===== src/hdl/tbg_pkg.sv =====
// constants, register map and carrier types of the trigger/timebase block
// assumes a 40 MHz system clock and a plain strobe register port
package tbg_pkg;
  localparam int          CLK_NS     = 25;
  localparam int          PULSE_NS   = 100;
  localparam int          PW_CYC     = (PULSE_NS + CLK_NS - 1) / CLK_NS;
  localparam logic [1:0]  DIV_REF    = 2'h3;   // 60 MHz / 4, terminal count
  localparam logic [3:0]  DIV_COM    = 4'h9;   // 15 MHz / 10
  localparam logic [2:0]  DIV_250    = 3'h5;   // 1.5 MHz / 6
  localparam logic [2:0]  DIV_187    = 3'h7;   // 1.5 MHz / 8
  localparam logic [3:0]  DIV_100    = 4'hE;   // 1.5 MHz / 15
  localparam logic [3:0]  COM_HALF   = 4'h5;
  localparam logic [2:0]  HALF_250   = 3'h3;
  localparam logic [2:0]  HALF_187   = 3'h4;
  localparam int          ADDR_W     = 3;
  localparam logic [2:0]  A_CTRL     = 3'h0;
  localparam logic [2:0]  A_RATIO    = 3'h1;
  localparam logic [2:0]  A_DELAY    = 3'h2;
  localparam logic [2:0]  A_WIDTH    = 3'h3;
  localparam logic [2:0]  A_STATUS   = 3'h4;
  localparam logic [15:0] RATIO_RST  = 16'h0001;
  localparam logic [15:0] DELAY_RST  = 16'h0000;
  localparam logic [15:0] WIDTH_RST  = 16'h0001;
  localparam int          B_REARM    = 6;
  localparam int          B_RESYNC   = 7;

  typedef enum logic [1:0] {
    SRC_INT = 2'h0,
    SRC_BUS = 2'h1,
    SRC_EXT = 2'h2
  } trig_src_t;

  typedef enum logic [1:0] {
    G_IDLE  = 2'b00,
    G_DELAY = 2'b01,
    G_OPEN  = 2'b11
  } gate_state_t;

  typedef struct packed {
    logic      cap_en;
    logic      gate_mode;
    logic      bus_en;
    logic      ext_en;
    trig_src_t src;
  } ctrl_t;

  localparam ctrl_t CTRL_RST = '{cap_en: 1'b0, gate_mode: 1'b0,
                                 bus_en: 1'b0, ext_en: 1'b0, src: SRC_INT};

  typedef struct packed {
    logic common;
    logic f250;
    logic f187;
    logic p100;
    logic slow;
  } ref_out_t;

  // levels that the zeroed counters give, so no output jumps after reset
  localparam ref_out_t REF_RST = '{common: 1'b1, f250: 1'b1, f187: 1'b1,
                                   p100: 1'b0, slow: 1'b1};
endpackage : tbg_pkg


===== src/hdl/trigger_timebase_generator.sv =====
// trigger and timebase: reference dividers, slow clock, trigger and gate
// assumes the reference and trigger pins are asynchronous to clk_sys and
// that the reference is slow enough to be sampled by it
//
// Behaviour
// - Divide the 60 MHz reference by four to 15 MHz.
// - Divide 15 MHz by ten to the 1.5 MHz common clock.
// - Reset all low dividers together; they share the common clock.
// - Common clock divided by six gives the 250 kHz reference.
// - Common clock divided by eight gives the 187.5 kHz square wave.
// - Common clock divided by fifteen gives a narrow 100 kHz pulse.
// - Host writes a ratio; common clock divided by it is slow clock.
// - Programmable timer sets delay and width of gated-sweep window.
// - Outputs sweep sync, gated-sweep sync and capture gate enable.
// - One source: internal, bus or external; internal needs no arming.
// - Bus and external sources ignored unless host enables them.
// - Trigger latched, emitted as sweep sync after next slow rise.
// - First sweep-sync fall after rearm or power-up resets filter phase.
// - Later sweep-sync falls are the instrument's sweep signal.
// - In gated mode each gated-sync rise alone is the sweep signal.
// - Host exchanges all configuration through the register port.
//
// The address map and the address-and-strobe port were left to the implementer.
`timescale 1ns/1ps
`default_nettype none
module trigger_timebase_generator
  import tbg_pkg::*;
#(
  parameter int RATIO_W = 16
) (
  input  wire logic                 clk_sys,
  input  wire logic                 rst,
  input  wire logic                 ref_in,
  input  wire logic                 ext_trig_in,
  input  wire logic                 bus_trigger_in,
  input  wire logic [ADDR_W-1:0]    reg_addr,
  input  wire logic [31:0]          reg_wdata,
  input  wire logic                 reg_wr,
  input  wire logic                 reg_rd,
  output var  logic [31:0]          reg_rdata,
  output var  tbg_pkg::ref_out_t    ref_out,
  output var  logic                 sweep_sync_n,
  output var  logic                 gated_sweep_sync,
  output var  logic                 capture_gate_en,
  output var  logic                 filt_phase_rst,
  output var  logic                 sweep_strobe
);
  import tbg_pkg::*;

  ////////////////////////////////////////////////////////////////////////
  // pin synchronisers
  logic [2:0] in_s1_q, in_s2_q, in_s3_q;
  logic       ref_edge;
  logic [1:0] trg_edge;

  always_ff @(posedge clk_sys or posedge rst) begin
    if (rst) begin
      in_s1_q <= 3'h0;
      in_s2_q <= 3'h0;
      in_s3_q <= 3'h0;
    end else begin
      in_s1_q <= {bus_trigger_in, ext_trig_in, ref_in};
      in_s2_q <= in_s1_q;
      in_s3_q <= in_s2_q;
    end
  end

  assign ref_edge = in_s2_q[0] & ~in_s3_q[0];
  assign trg_edge = in_s2_q[2:1] & ~in_s3_q[2:1];

  ////////////////////////////////////////////////////////////////////////
  // registers
  ctrl_t              ctrl_q, ctrl_d;
  logic [RATIO_W-1:0] ratio_q, ratio_d, delay_q, delay_d, width_q, width_d;
  logic [31:0]        rdata_d;
  logic               rearm, resync;
  logic [31:0]        status;

  function automatic logic wr_hit(input logic [ADDR_W-1:0] a);
    return reg_wr && (reg_addr == a);
  endfunction : wr_hit

  assign rearm  = wr_hit(A_CTRL) & reg_wdata[B_REARM];
  assign resync = wr_hit(A_CTRL) & reg_wdata[B_RESYNC];

  always_comb begin
    ctrl_d  = ctrl_q;
    ratio_d = ratio_q;
    delay_d = delay_q;
    width_d = width_q;
    rdata_d = 32'h0;
    if (wr_hit(A_CTRL)) ctrl_d = reg_wdata[5:0];
    if (wr_hit(A_RATIO)) ratio_d = reg_wdata[RATIO_W-1:0];
    if (wr_hit(A_DELAY)) delay_d = reg_wdata[RATIO_W-1:0];
    if (wr_hit(A_WIDTH)) width_d = reg_wdata[RATIO_W-1:0];
    if (reg_rd) begin
      unique case (reg_addr)
        A_CTRL:   rdata_d = {26'h0, ctrl_q};
        A_RATIO:  rdata_d = {{(32-RATIO_W){1'b0}}, ratio_q};
        A_DELAY:  rdata_d = {{(32-RATIO_W){1'b0}}, delay_q};
        A_WIDTH:  rdata_d = {{(32-RATIO_W){1'b0}}, width_q};
        A_STATUS: rdata_d = status;
        default:  rdata_d = 32'h0;
      endcase
    end
  end

  always_ff @(posedge clk_sys or posedge rst) begin
    if (rst) begin
      ctrl_q    <= CTRL_RST;
      ratio_q   <= RATIO_RST[RATIO_W-1:0];
      delay_q   <= DELAY_RST[RATIO_W-1:0];
      width_q   <= WIDTH_RST[RATIO_W-1:0];
      reg_rdata <= 32'h0;
    end else begin
      ctrl_q    <= ctrl_d;
      ratio_q   <= ratio_d;
      delay_q   <= delay_d;
      width_q   <= width_d;
      reg_rdata <= rdata_d;
    end
  end

  ////////////////////////////////////////////////////////////////////////
  // reference dividers
  logic [1:0]         pre_q, pre_d;
  logic [3:0]         com_q, com_d, d15_q, d15_d, pw_q, pw_d;
  logic [2:0]         d6_q, d6_d, d8_q, d8_d;
  logic [RATIO_W-1:0] slow_q, slow_d, ratio_m1, half;
  logic               tick15, tick_c, slow_rise;
  ref_out_t           ref_d;

  assign tick15    = ref_edge && (pre_q == DIV_REF);
  assign tick_c    = tick15 && (com_q == DIV_COM);
  assign ratio_m1  = (ratio_q == '0) ? '0 : ratio_q - 1'b1;
  assign half      = ratio_q - (ratio_q >> 1);
  assign slow_rise = tick_c && (slow_q >= ratio_m1);

  always_comb begin
    pre_d  = pre_q;
    com_d  = com_q;
    d6_d   = d6_q;
    d8_d   = d8_q;
    d15_d  = d15_q;
    slow_d = slow_q;
    pw_d   = (pw_q != 4'h0) ? pw_q - 4'h1 : 4'h0;
    if (ref_edge) pre_d = tick15 ? 2'h0 : pre_q + 2'h1;
    if (tick15) com_d = tick_c ? 4'h0 : com_q + 4'h1;
    if (resync) begin
      d6_d   = 3'h0;
      d8_d   = 3'h0;
      d15_d  = 4'h0;
      slow_d = '0;
      pw_d   = 4'h0;
    end else if (tick_c) begin
      d6_d   = (d6_q == DIV_250) ? 3'h0 : d6_q + 3'h1;
      d8_d   = (d8_q == DIV_187) ? 3'h0 : d8_q + 3'h1;
      d15_d  = (d15_q == DIV_100) ? 4'h0 : d15_q + 4'h1;
      slow_d = slow_rise ? '0 : slow_q + 1'b1;
      if (d15_q == DIV_100) pw_d = PW_CYC[3:0];
    end
    ref_d.common = com_d < COM_HALF;
    ref_d.f250   = d6_d < HALF_250;
    ref_d.f187   = d8_d < HALF_187;
    ref_d.p100   = pw_d != 4'h0;
    ref_d.slow   = slow_d < half;
  end

  always_ff @(posedge clk_sys or posedge rst) begin
    if (rst) begin
      pre_q   <= 2'h0;
      com_q   <= 4'h0;
      d6_q    <= 3'h0;
      d8_q    <= 3'h0;
      d15_q   <= 4'h0;
      pw_q    <= 4'h0;
      slow_q  <= '0;
      ref_out <= REF_RST;
    end else begin
      pre_q   <= pre_d;
      com_q   <= com_d;
      d6_q    <= d6_d;
      d8_q    <= d8_d;
      d15_q   <= d15_d;
      pw_q    <= pw_d;
      slow_q  <= slow_d;
      ref_out <= ref_d;
    end
  end

  ////////////////////////////////////////////////////////////////////////
  // trigger select, latch and sweep sync
  logic pend_q, pend_d, first_q, first_d, trig_evt, emit, sweep_fall;
  logic sweep_n_d, filt_d, strobe_d;

  always_comb begin
    unique case (ctrl_q.src)
      SRC_INT: trig_evt = slow_rise;
      SRC_BUS: trig_evt = ctrl_q.bus_en & trg_edge[1];
      SRC_EXT: trig_evt = ctrl_q.ext_en & trg_edge[0];
      default: trig_evt = 1'b0;
    endcase
  end

  assign emit       = slow_rise & pend_q;
  assign sweep_fall = emit & sweep_sync_n;

  ////////////////////////////////////////////////////////////////////////
  // gated-sweep window timer
  gate_state_t        gst_q, gst_d;
  logic [RATIO_W-1:0] gcnt_q, gcnt_d;
  logic               open_d;

  always_comb begin
    gst_d  = gst_q;
    gcnt_d = gcnt_q;
    unique case (gst_q)
      G_IDLE: begin
        if (sweep_fall && ctrl_q.gate_mode) begin
          gst_d  = G_DELAY;
          gcnt_d = '0;
        end
      end
      G_DELAY: begin
        if (slow_rise) begin
          if (gcnt_q >= delay_q) begin
            gst_d  = G_OPEN;
            gcnt_d = '0;
          end else begin
            gcnt_d = gcnt_q + 1'b1;
          end
        end
      end
      G_OPEN: begin
        if (slow_rise) begin
          if (gcnt_q + 1'b1 >= width_q) gst_d = G_IDLE;
          gcnt_d = gcnt_q + 1'b1;
        end
      end
      default: gst_d = G_IDLE;
    endcase
    if (!ctrl_q.gate_mode) gst_d = G_IDLE;
    open_d = gst_d == G_OPEN;
  end

  always_comb begin
    pend_d    = trig_evt | (pend_q & ~emit);
    first_d   = rearm | (first_q & ~sweep_fall);
    sweep_n_d = emit ? 1'b0 : (tick_c ? 1'b1 : sweep_sync_n);
    filt_d    = sweep_fall & first_q;
    if (ctrl_q.gate_mode)
      strobe_d = open_d & ~gated_sweep_sync;
    else
      strobe_d = sweep_fall & ~first_q;
  end

  always_ff @(posedge clk_sys or posedge rst) begin
    if (rst) begin
      pend_q           <= 1'b0;
      first_q          <= 1'b1;
      sweep_sync_n     <= 1'b1;
      filt_phase_rst   <= 1'b0;
      sweep_strobe     <= 1'b0;
      gst_q            <= G_IDLE;
      gcnt_q           <= '0;
      gated_sweep_sync <= 1'b0;
      capture_gate_en  <= 1'b0;
    end else begin
      pend_q           <= pend_d;
      first_q          <= first_d;
      sweep_sync_n     <= sweep_n_d;
      filt_phase_rst   <= filt_d;
      sweep_strobe     <= strobe_d;
      gst_q            <= gst_d;
      gcnt_q           <= gcnt_d;
      gated_sweep_sync <= open_d;
      capture_gate_en  <= open_d & ctrl_q.cap_en;
    end
  end

  assign status = {26'h0, gst_q, first_q, pend_q, ref_out.slow,
                   sweep_sync_n};

  ////////////////////////////////////////////////////////////////////////
  // checks
  logic [1:0] h_ref_q;
  logic [3:0] h_t15_q;

  always_ff @(posedge clk_sys or posedge rst) begin
    if (rst) begin
      h_ref_q <= 2'h0;
      h_t15_q <= 4'h0;
    end else begin
      if (ref_edge) h_ref_q <= h_ref_q + 2'h1;
      if (tick15) h_t15_q <= tick_c ? 4'h0 : h_t15_q + 4'h1;
    end
  end
endmodule : trigger_timebase_generator
`default_nettype wire


===== config.mk =====
export PLATFORM = sky130hd
export DESIGN_NAME = trigger_timebase_generator
export DESIGN_NICKNAME = d
export VERILOG_FILES = /design/src/hdl/tbg_pkg.sv /design/src/hdl/trigger_timebase_generator.sv
export SDC_FILE = /design/constraint.sdc
export NUM_CORES = 1
export LEC_CHECK = 0
export ABC_CLOCK_PERIOD_IN_PS = 6100
export BUFFER_PORTS_ARGS = -buffer_cell sky130_fd_sc_hd__buf_2
export CAP_MARGIN = 20
export CORE_ASPECT_RATIO = 1.25
export CORE_MARGIN = 4
export CORE_UTILIZATION = 50
export CTS_CLUSTER_SIZE = 24
export DETAILED_ROUTE_END_ITERATION = 16
export PLACE_DENSITY = 0.78
export SLEW_MARGIN = 5
export SYNTH_ARGS = -nofsm -noshare
export SYNTH_HDL_FRONTEND = slang
export SYNTH_SLANG_ARGS = --single-unit

===== constraint.sdc =====
create_clock -name clk_sys -period 6.1 [get_ports clk_sys]
set_clock_uncertainty 0.05 [all_clocks]
set_input_delay 0.915 -clock clk_sys [delete_from_list [all_inputs] [get_ports clk_sys]]
set_output_delay 0.915 -clock clk_sys [all_outputs]
set_load 0.01 [all_outputs]

Word level (Yosys, flattened, before mapping)
Index checks and enable logic that the tools add are counted.

storage, ports and cells
  input bits = 42
  register bits after elaboration = 161
  word-level logic and storage cells = 145

cells by class
  eq/ne operators = 17
  bitwise logic cells = 22
  $add $sub $neg = 10
  reductions and logical operators = 18
  order comparisons = 7
  mux-type cells = 38

operators by type and width
  operator               number
  $mux 16                9
  $pmux 16 s5            1
  $ge 16x16->1           3
  $pmux 16 s3            1
  $mux 4                 9
  $add 16x1->16 const B  2
  $mux 3                 6
  $logic_not 16->1       1
  $lt 16x16->1           1
  $sub 16x1->16 const B  1
  $sub 16x15->16         1
  $mux 2                 7
  $and 1x1->1            13
  $eq 3x3->1 const B     3
  $add 4x1->4 const B    2
  $eq 2x2->1 const B     4
  $eq 4x4->1 const B     2
  $logic_and 1x1->1      8
  $reduce_bool 4->1      2
  $add 3x1->3 const B    2
  $eq 3x2->1 const B     2
  $ne 2x2->1 const B     3
  $pmux 2 s3             1
  $not 1->1              5
  17 further kinds       23

Longest topological paths before layout
Gate-level depths: netlist of the first run.

  depth in word-level cells = 14
  gate-level depth with buffers = 25

Worst setup path before layout of the first run
Ideal clock, no wire load.

  kind = register to register
  start = register ratio_q[2]
  end = register ref_out[0] (netlist bit)
  required time = 5967 ps
  slack = 1687 ps
  stages on the path, launching flop included = 24
  path buffers = 1
  data arrival time = 4279 ps
  setup time = 83 ps
  path through = dfrtp_1 inv_1 ha_1 a21boi_1 o21ai_0 a21boi_1 nand4_1 nor2_1 xnor2_1 nand2_1 ha_1 nand4_1 nor3_2 a311oi_4 a21o_4 nand2_2 buf_2 nor2_1 ha_1 a2111oi_0 o21ai_0 a21oi_1 o21ai_0 a41oi_1

RTL lines
  what                      line                               text
  start: declaration        trigger_timebase_generator.sv:74   logic [RATIO_W-1:0] ratio_q, ratio_d, delay_q, delay_d, width_q, width_d;
  start signal: assignment  trigger_timebase_generator.sv:111  ratio_q <= RATIO_RST[RATIO_W-1:0];
  start signal: assignment  trigger_timebase_generator.sv:117  ratio_q <= ratio_d;
  end signal: assignment    trigger_timebase_generator.sv:187  ref_out <= ref_d;
  end: declaration          trigger_timebase_generator.sv:41   output var tbg_pkg::ref_out_t ref_out,

==> results of run 1 <==
critical path: stages, from the launching register on:
cell and delay (ns):
dfrtp_1 0.46, inv_1 0.15, ha_1 0.23, a21boi_1 0.20, o21ai_0 0.17, a21boi_1 0.36
nand4_1 0.22, nor2_1 0.16, xnor2_1 0.14, nand2_1 0.08, ha_1 0.31, nand4_1 0.17
nor3_2 0.08, a311oi_4 0.39, a21o_4 0.24, nand2_2 0.21, a21oi_1 0.27, ha_1 0.28
nor2b_1 0.14, a2111oi_0 0.53, o21ai_0 0.22, a21oi_1 0.13, o21ai_0 0.12, a41oi_1 0.21
how the worst max path moves through the flow:
stage / slack [ns] / cells after the start / from / end
after detailed placement: 0.59 / 23 / ratio_q[2] / ref_out[0]
after floorplan: 1.25 / 1 / rst / capture_gate_en
final: 0.46 / 23 / ratio_q[1] / ref_out[0]
after global routing: 0.13 / 23 / ratio_q[2] / ref_out[0]
after global placement: 0.77 / 23 / ratio_q[2] / ref_out[0]
after CTS: 0.47 / 23 / ratio_q[1] / ref_out[0]
layer usage:
metal,vias to the layer above,global-route usage [%]
li1,3462,-
met1,3429,23.67
met2,171,37.36
met3,42,3.523
met4,0,9.790
met5,-,0
state kept, by name, summed over array words and instances (netlist names), 4 cells and up:
signal     cells
d15_q          4
ratio_q       16
slow_q        16
reg_rdata     16
ref_out        5
delay_q       16
pw_q           4
width_q       16
ctrl_q         6
com_q          4
gcnt_q        16
cell type report:
type                       count  area (µm²)
fill                        1552        7939
inverter                      70       267.8
sequential                   145        3638
timing repair buffer          54       277.8
tap                          228       285.3
clock inverter                13       176.4
clock buffer                  19       432.9
multi-input combinational    735        5081
logic make-up (layout without fill, tap and decap cells):
kind of cell,Yosys count,count (layout),share of synthesized area (%)
other,1,16,0.04087
DFF,145,145,39.66
AOI/OAI and AO/OA,217,217,15.10
buffers and inverters,114,156,5.577
adders and majority gates,109,109,14.95
and+or+nand+nor,307,307,15.72
muxes,28,28,3.423
xor gates and xnor gates,58,58,5.537
cells in the final DEF (no fill, tap or decap), drive strengths merged, types with 27 or more instances in the layout:
cell / n
buf: 54
nand2: 106
xnor2: 33
dfrtp: 137
nor2: 82
ha: 108
a21oi: 44
inv: 73
mux2: 27
o21ai: 81
metrics by stage:
stage	hold WS (ns)	area (µm²)	setup WS [ns]	power [W]
6_report	0.3029	10160	0.4650	0.003315
5_1_grt	0.3112	10160	0.1273	0.003547
4_1_cts	0.3052	10160	0.4686	0.003341
3_5_place_dp	0.2864	9550	0.5930	0.002245
3_3_place_gp	0.2840	9550	0.7662	0.002200
2_1_floorplan	0.2812	9231	1.254	0.002003
synth_stat cells (all sizes together), types with 15 or more instances:
cell type / count
a21oi: 44
a22o: 17
a22oi: 23
buf: 30
dfrtp: 137
ha: 108
inv: 70
mux2: 27
nand2: 106
nand3: 24
nand4: 15
nor2: 82
nor2b: 19
o21ai: 81
xnor2: 33
xor2: 25
power groups by stage:
stage	clock (W)	sequential [W]	combinational (W)
finish	0.00108	0.00124	0.000993
detailed placement	0	0.00126	0.000987
global route	0.00114	0.00126	0.00115
floorplan	0	0.00123	0.000774
global placement	0	0.00125	0.000950
CTS	0.00110	0.00124	0.00100
==> metrics.md, run 1 <==
| Metric | Value |
|---|---|
| TNS Setup | 0 ns |
| Yosys warns | 0 |
| Routability cong. | 0.8889 |
| Area Overhead vs Synth | 10.73% |
| Final setup vio count | 0 |
| Longest Clk Path Bufs | 2 |
| Row cnt | 55 |
| Via count | 7104 |
| Met3 wire length | 680 µm |
| Leakage power | 4.900 nW |
| Number of remaining DRC errors | 0 |
| Crit path capture type | register |
| Largest net degree at the start of global routing | 84 |
| Top Metal Used | met4 |
| Metal2 WL | 11.03 mm |
| FF-to-FF path depth | 23 |
| Number of synthesized flops with an enable pin | 0 |
| IO Port Bufs | 51 |
| Drt first pass iters | 5 |
| Status | complete, no violations |
| Synth top area share | 37.37% |
| Die Wd | 129.2 µm |
| Yosys reg bits | 145 |
| Hold Path Cell Cnt | 0 |
| P_sw | 0.001114 W |
| DR vias/cell | 5.620 |
| First-pass GRT wire length | 34.61 mm |
| Synth area leader | dfrtp_1 |
| DPL Wire Length | 15.47 mm |
| Die area | 0.02059 mm² |
| Final wirelength | 20.73 mm |
| Initial Util | 50.69% |
| Crit-path max FO | 15 |
| Register area share after synthesis | 39.66% |
| HP Start | in_s1_q[2] |
| Clk network pwr share | 32.5% |
| Combinational share of power | 30.0% |
| PwrDens | 326.3 mW/mm² |
| Ys flop type | dfrtp_1 |
| FFs w/ async S/R, synth | 100.0% |
| Critical Path Start Type | register |
| Clk Latency, worst-skew pair | 0.43 ns |
| Nets@finish | 1174 |
| Root buffer cell | clkbuf_16 |
| Diodes inserted | 0 |
| H-tree Lvls | 4 |
| Vias in the first global route | 7306 |
| P_int | 0.002202 W |
| Period utilization | 92.38% |
| CTS-repair resized insts | 0 |
| Post-Layout Cell Count | 1264 |
| Antenna-violating nets left | 0 |
| Initial antenna violation count | 0 |
| Switching share of power | 33.59% |
| Number of max-cap violations | 0 |
| Post-Syn Area | 0.009175 mm² |
| Utilization after layout | 56.14% |
| Grt ovf | 0 |
| Sink Count | 145 |
| Arr. time, crit path | 5.92 ns |
| RSZ-0062 raised after global routing | no |
| Worst hold path type | reg -> reg |
| Post-CTS Repair Setup Buffers | 0 |
| Final Hold Vio Count | 0 |
| Share of cells above drive strength 1 | 13.42% |
| Worst Tran Pin Value | 0.8924 ns |
| Mean Syn Cell Area | 9.372 µm² |
| Core area | 0.01810 mm² |
| CTS tree | built |
| WS Path Type | reg -> reg |
| IO Count | 84 |
| Slew margin rel. | 40.34% |
| Wire length per cell | 16.40 µm |
| Largest cells by area after synthesis | dfrtp_1, ha_1, o21ai_0 |
| M1 WL | 8.309 mm |
| DRT iter0 DRCs | 545 |
| Setup slack, reg-to-reg | 0.46 ns |
| Fmax | 0.1775 GHz |
| Reg power frac | 37.5% |
| Chip height | 159.5 µm |
| RR Endpoint | ref_out[0] |
| Max Slew Vio Count | 0 |
| Required time of the critical path | 6.39 ns |
| Cts hold-fix bufs | 0 |
| Hold EP | in_s2_q[2] |
| Crit path time final | 5.635 ns |
| Clock slew at reported path FFs | 0.06 ns |
| CTS buffer count | 17 |
| Placed Cells incl. Taps | 1232 |
| R2R Path Start | ratio_q[1] |
| Synthesized instance count | 979 |
| Count of different cell masters after synthesis | 66 |
| Max VDD drop | 0.0001820 V |
| GRT Util Overall | 20.83% |
(Power assumes the default switching activity.)
==> run 2: changes to the inputs <==
--- a/config.mk
+++ b/config.mk
@@ -11,9 +11,10 @@
 export CORE_ASPECT_RATIO = 1.25
 export CORE_MARGIN = 4
 export CORE_UTILIZATION = 50
+export CTS_BUF_LIST = sky130_fd_sc_hd__clkbuf_4
 export CTS_CLUSTER_SIZE = 24
 export DETAILED_ROUTE_END_ITERATION = 16
-export PLACE_DENSITY = 0.78
+export PLACE_DENSITY = 0.69
 export SLEW_MARGIN = 5
 export SYNTH_ARGS = -nofsm -noshare
 export SYNTH_HDL_FRONTEND = slang
==> metrics.md, run 2 (same netlist as run 1, synthesis figures left out) <==
| Metric | Value |
|---|---|
| CTS tree | built |
| Final wirelength | 20.18 mm |
| Period utilization | 88.85% |
| H-tree Lvls | 4 |
| Fill cells | 1659 |
| Crit-path max FO | 15 |
| Fmax | 0.1845 GHz |
| Initial antenna violation count | 2 |
| Worst hold path type | in -> async |
| Commonest non-fill, non-tap cell in the layout | dfrtp_1 |
| Via count | 6894 |
| Longest Clk Path Bufs | 2 |
| Sink Count | 145 |
| Post-CTS Repair Setup Buffers | 0 |
| Worst Tran Pin Value | 0.8792 ns |
| Largest net degree at the start of global routing | 114 |
| Initial Util | 50.69% |
| CTS-repair resized insts | 0 |
| DR vias/cell | 5.441 |
| Clock slew at reported path FFs | 0.12 ns |
| Die Wd | 129.2 µm |
| Drt first pass iters | 5 |
| First-pass GRT wire length | 34.00 mm |
| Crit path capture type | register |
| Max Slew Vio Count | 0 |
| Final Hold Vio Count | 0 |
| Share of cells above drive strength 1 | 13.49% |
| GRT Util Overall | 20.36% |
| Number of max-cap violations | 0 |
| Row cnt | 55 |
| Cts hold-fix bufs | 0 |
| Core area | 0.01810 mm² |
| Final setup vio count | 0 |
| Vias in the first global route | 6857 |
| Most frequent cells in the layout | dfrtp_1, ha_1, nand2_1, nor2_1, o21ai_0 |
| Die area | 0.02059 mm² |
| Max VDD drop | 0.0001206 V |
| IO Port Bufs | 51 |
| TNS Setup | 0 ns |
| PwrDens | 295.9 mW/mm² |
| Grt ovf | 0 |
| Slew margin rel. | 41.23% |
| Root buffer cell | clkbuf_4 |
| RSZ-0062 raised after global routing | no |
| WS Path Type | reg -> reg |
| Routability cong. | 0.8754 |
| Leakage power | 4.804 nW |
| Arr. time, crit path | 5.84 ns |
| Required time of the critical path | 6.52 ns |
| IO Count | 84 |
| Clk Latency, worst-skew pair | 0.57 ns |
| Placed Instance Area | 0.009558 mm² |
| Number of remaining DRC errors | 0 |
| DPL Wire Length | 15.56 mm |
| Status | complete, no violations |
| Chip height | 159.5 µm |
| CTS buffer count | 17 |
| DRT iter0 DRCs | 379 |
| Antenna-violating nets left | 0 |
| Design Area, Final | 0.009916 mm² |
| Area Overhead vs Synth | 8.073% |
| Crit path time final | 5.420 ns |
| Wire length per cell | 15.93 µm |
| Nets@finish | 1176 |
| Critical Path Start Type | register |
run 2: changes by cell type in the layout (fill, tap and decap cells not counted), sizes merged:
cell,previous run,this run
inv,73,74
clkinvlp,3,1
bufinv,3,4
buf,54,56
diode,0,1
run 2: report_power, final:
part	switching [W]	internal, W	leakage [nW]	total (W)
clock	0.000370	0.000338	0.173	0.000708
combinational	0.000553	0.000435	2.79	0.000988
sequential	0.000124	0.00111	1.84	0.00124
run 2: cell type report:
type | count | area [µm²] | area share, %
repair buffers | 56 | 312.8 | 3.155
inverters | 70 | 267.8 | 2.700
well taps | 228 | 285.3 | 2.877
flip-flops and latches | 145 | 3638 | 36.69
diodes | 1 | 2.502 | 0.02524
clock buffers | 19 | 142.6 | 1.438
multi-input cells | 735 | 5081 | 51.24
clock inverters | 13 | 185.2 | 1.868
run 2: worst max-delay path, stage by stage, from the launching register on:
cell       delay [ns]
dfrtp_1          0.46
inv_1            0.22
ha_1             0.19
a21boi_1         0.22
o21ai_0          0.16
a21boi_1         0.37
nand4_1          0.21
nor2_1           0.16
xnor2_1          0.13
nand2_1          0.07
ha_1             0.31
nand4_1          0.15
nor3_2           0.08
a311oi_4         0.39
a21o_4           0.25
nand2_2          0.20
a21oi_1          0.24
ha_1             0.28
nor2b_1          0.14
a2111oi_0        0.39
o21ai_0          0.16
a21oi_1          0.13
o21ai_0          0.13
a41oi_1          0.23
run 2: metal layers:
metal  GRT usage (%)  share of wire [%]  vias up
met1           25.45                 43     3288
met3           3.289                3.0       31
met5               0              0.035        -
li1                -                  -     3462
met4           6.734                2.2        2
met2           35.47                 52      111
run 2: through the flow:
step	hold slack (ns)	util, %	total power, W	cells	worst slack [ns]
6_report	0.2226	54.79	0.002934	1267	0.6804
3_3_place_gp	0.2828	52.81	0.002209	1233	0.7687
5_1_grt	0.1974	54.79	0.003170	1267	0.2500
4_1_cts	0.3151	54.62	0.002962	1265	0.6272
2_1_floorplan	0.2812	-	0.002003	994	1.254
3_5_place_dp	0.2864	52.81	0.002246	1233	0.6588
run 2: worst paths after layout:
kind | start | to | slack [ns] | depth (start not counted)
max in group asynchronous | rst | ref_out[0] | 5.04 | 3
worst min-delay path | rst | in_s1_q[0] | 0.22 | 2
worst min register to register | in_s1_q[1] | in_s2_q[1] | 0.31 | 0
worst max-delay path | ratio_q[2] | ref_out[0] | 0.68 | 23
min in group clk_sys | in_s1_q[1] | in_s2_q[1] | 0.31 | 0
worst max register to register | ratio_q[2] | ref_out[0] | 0.68 | 23
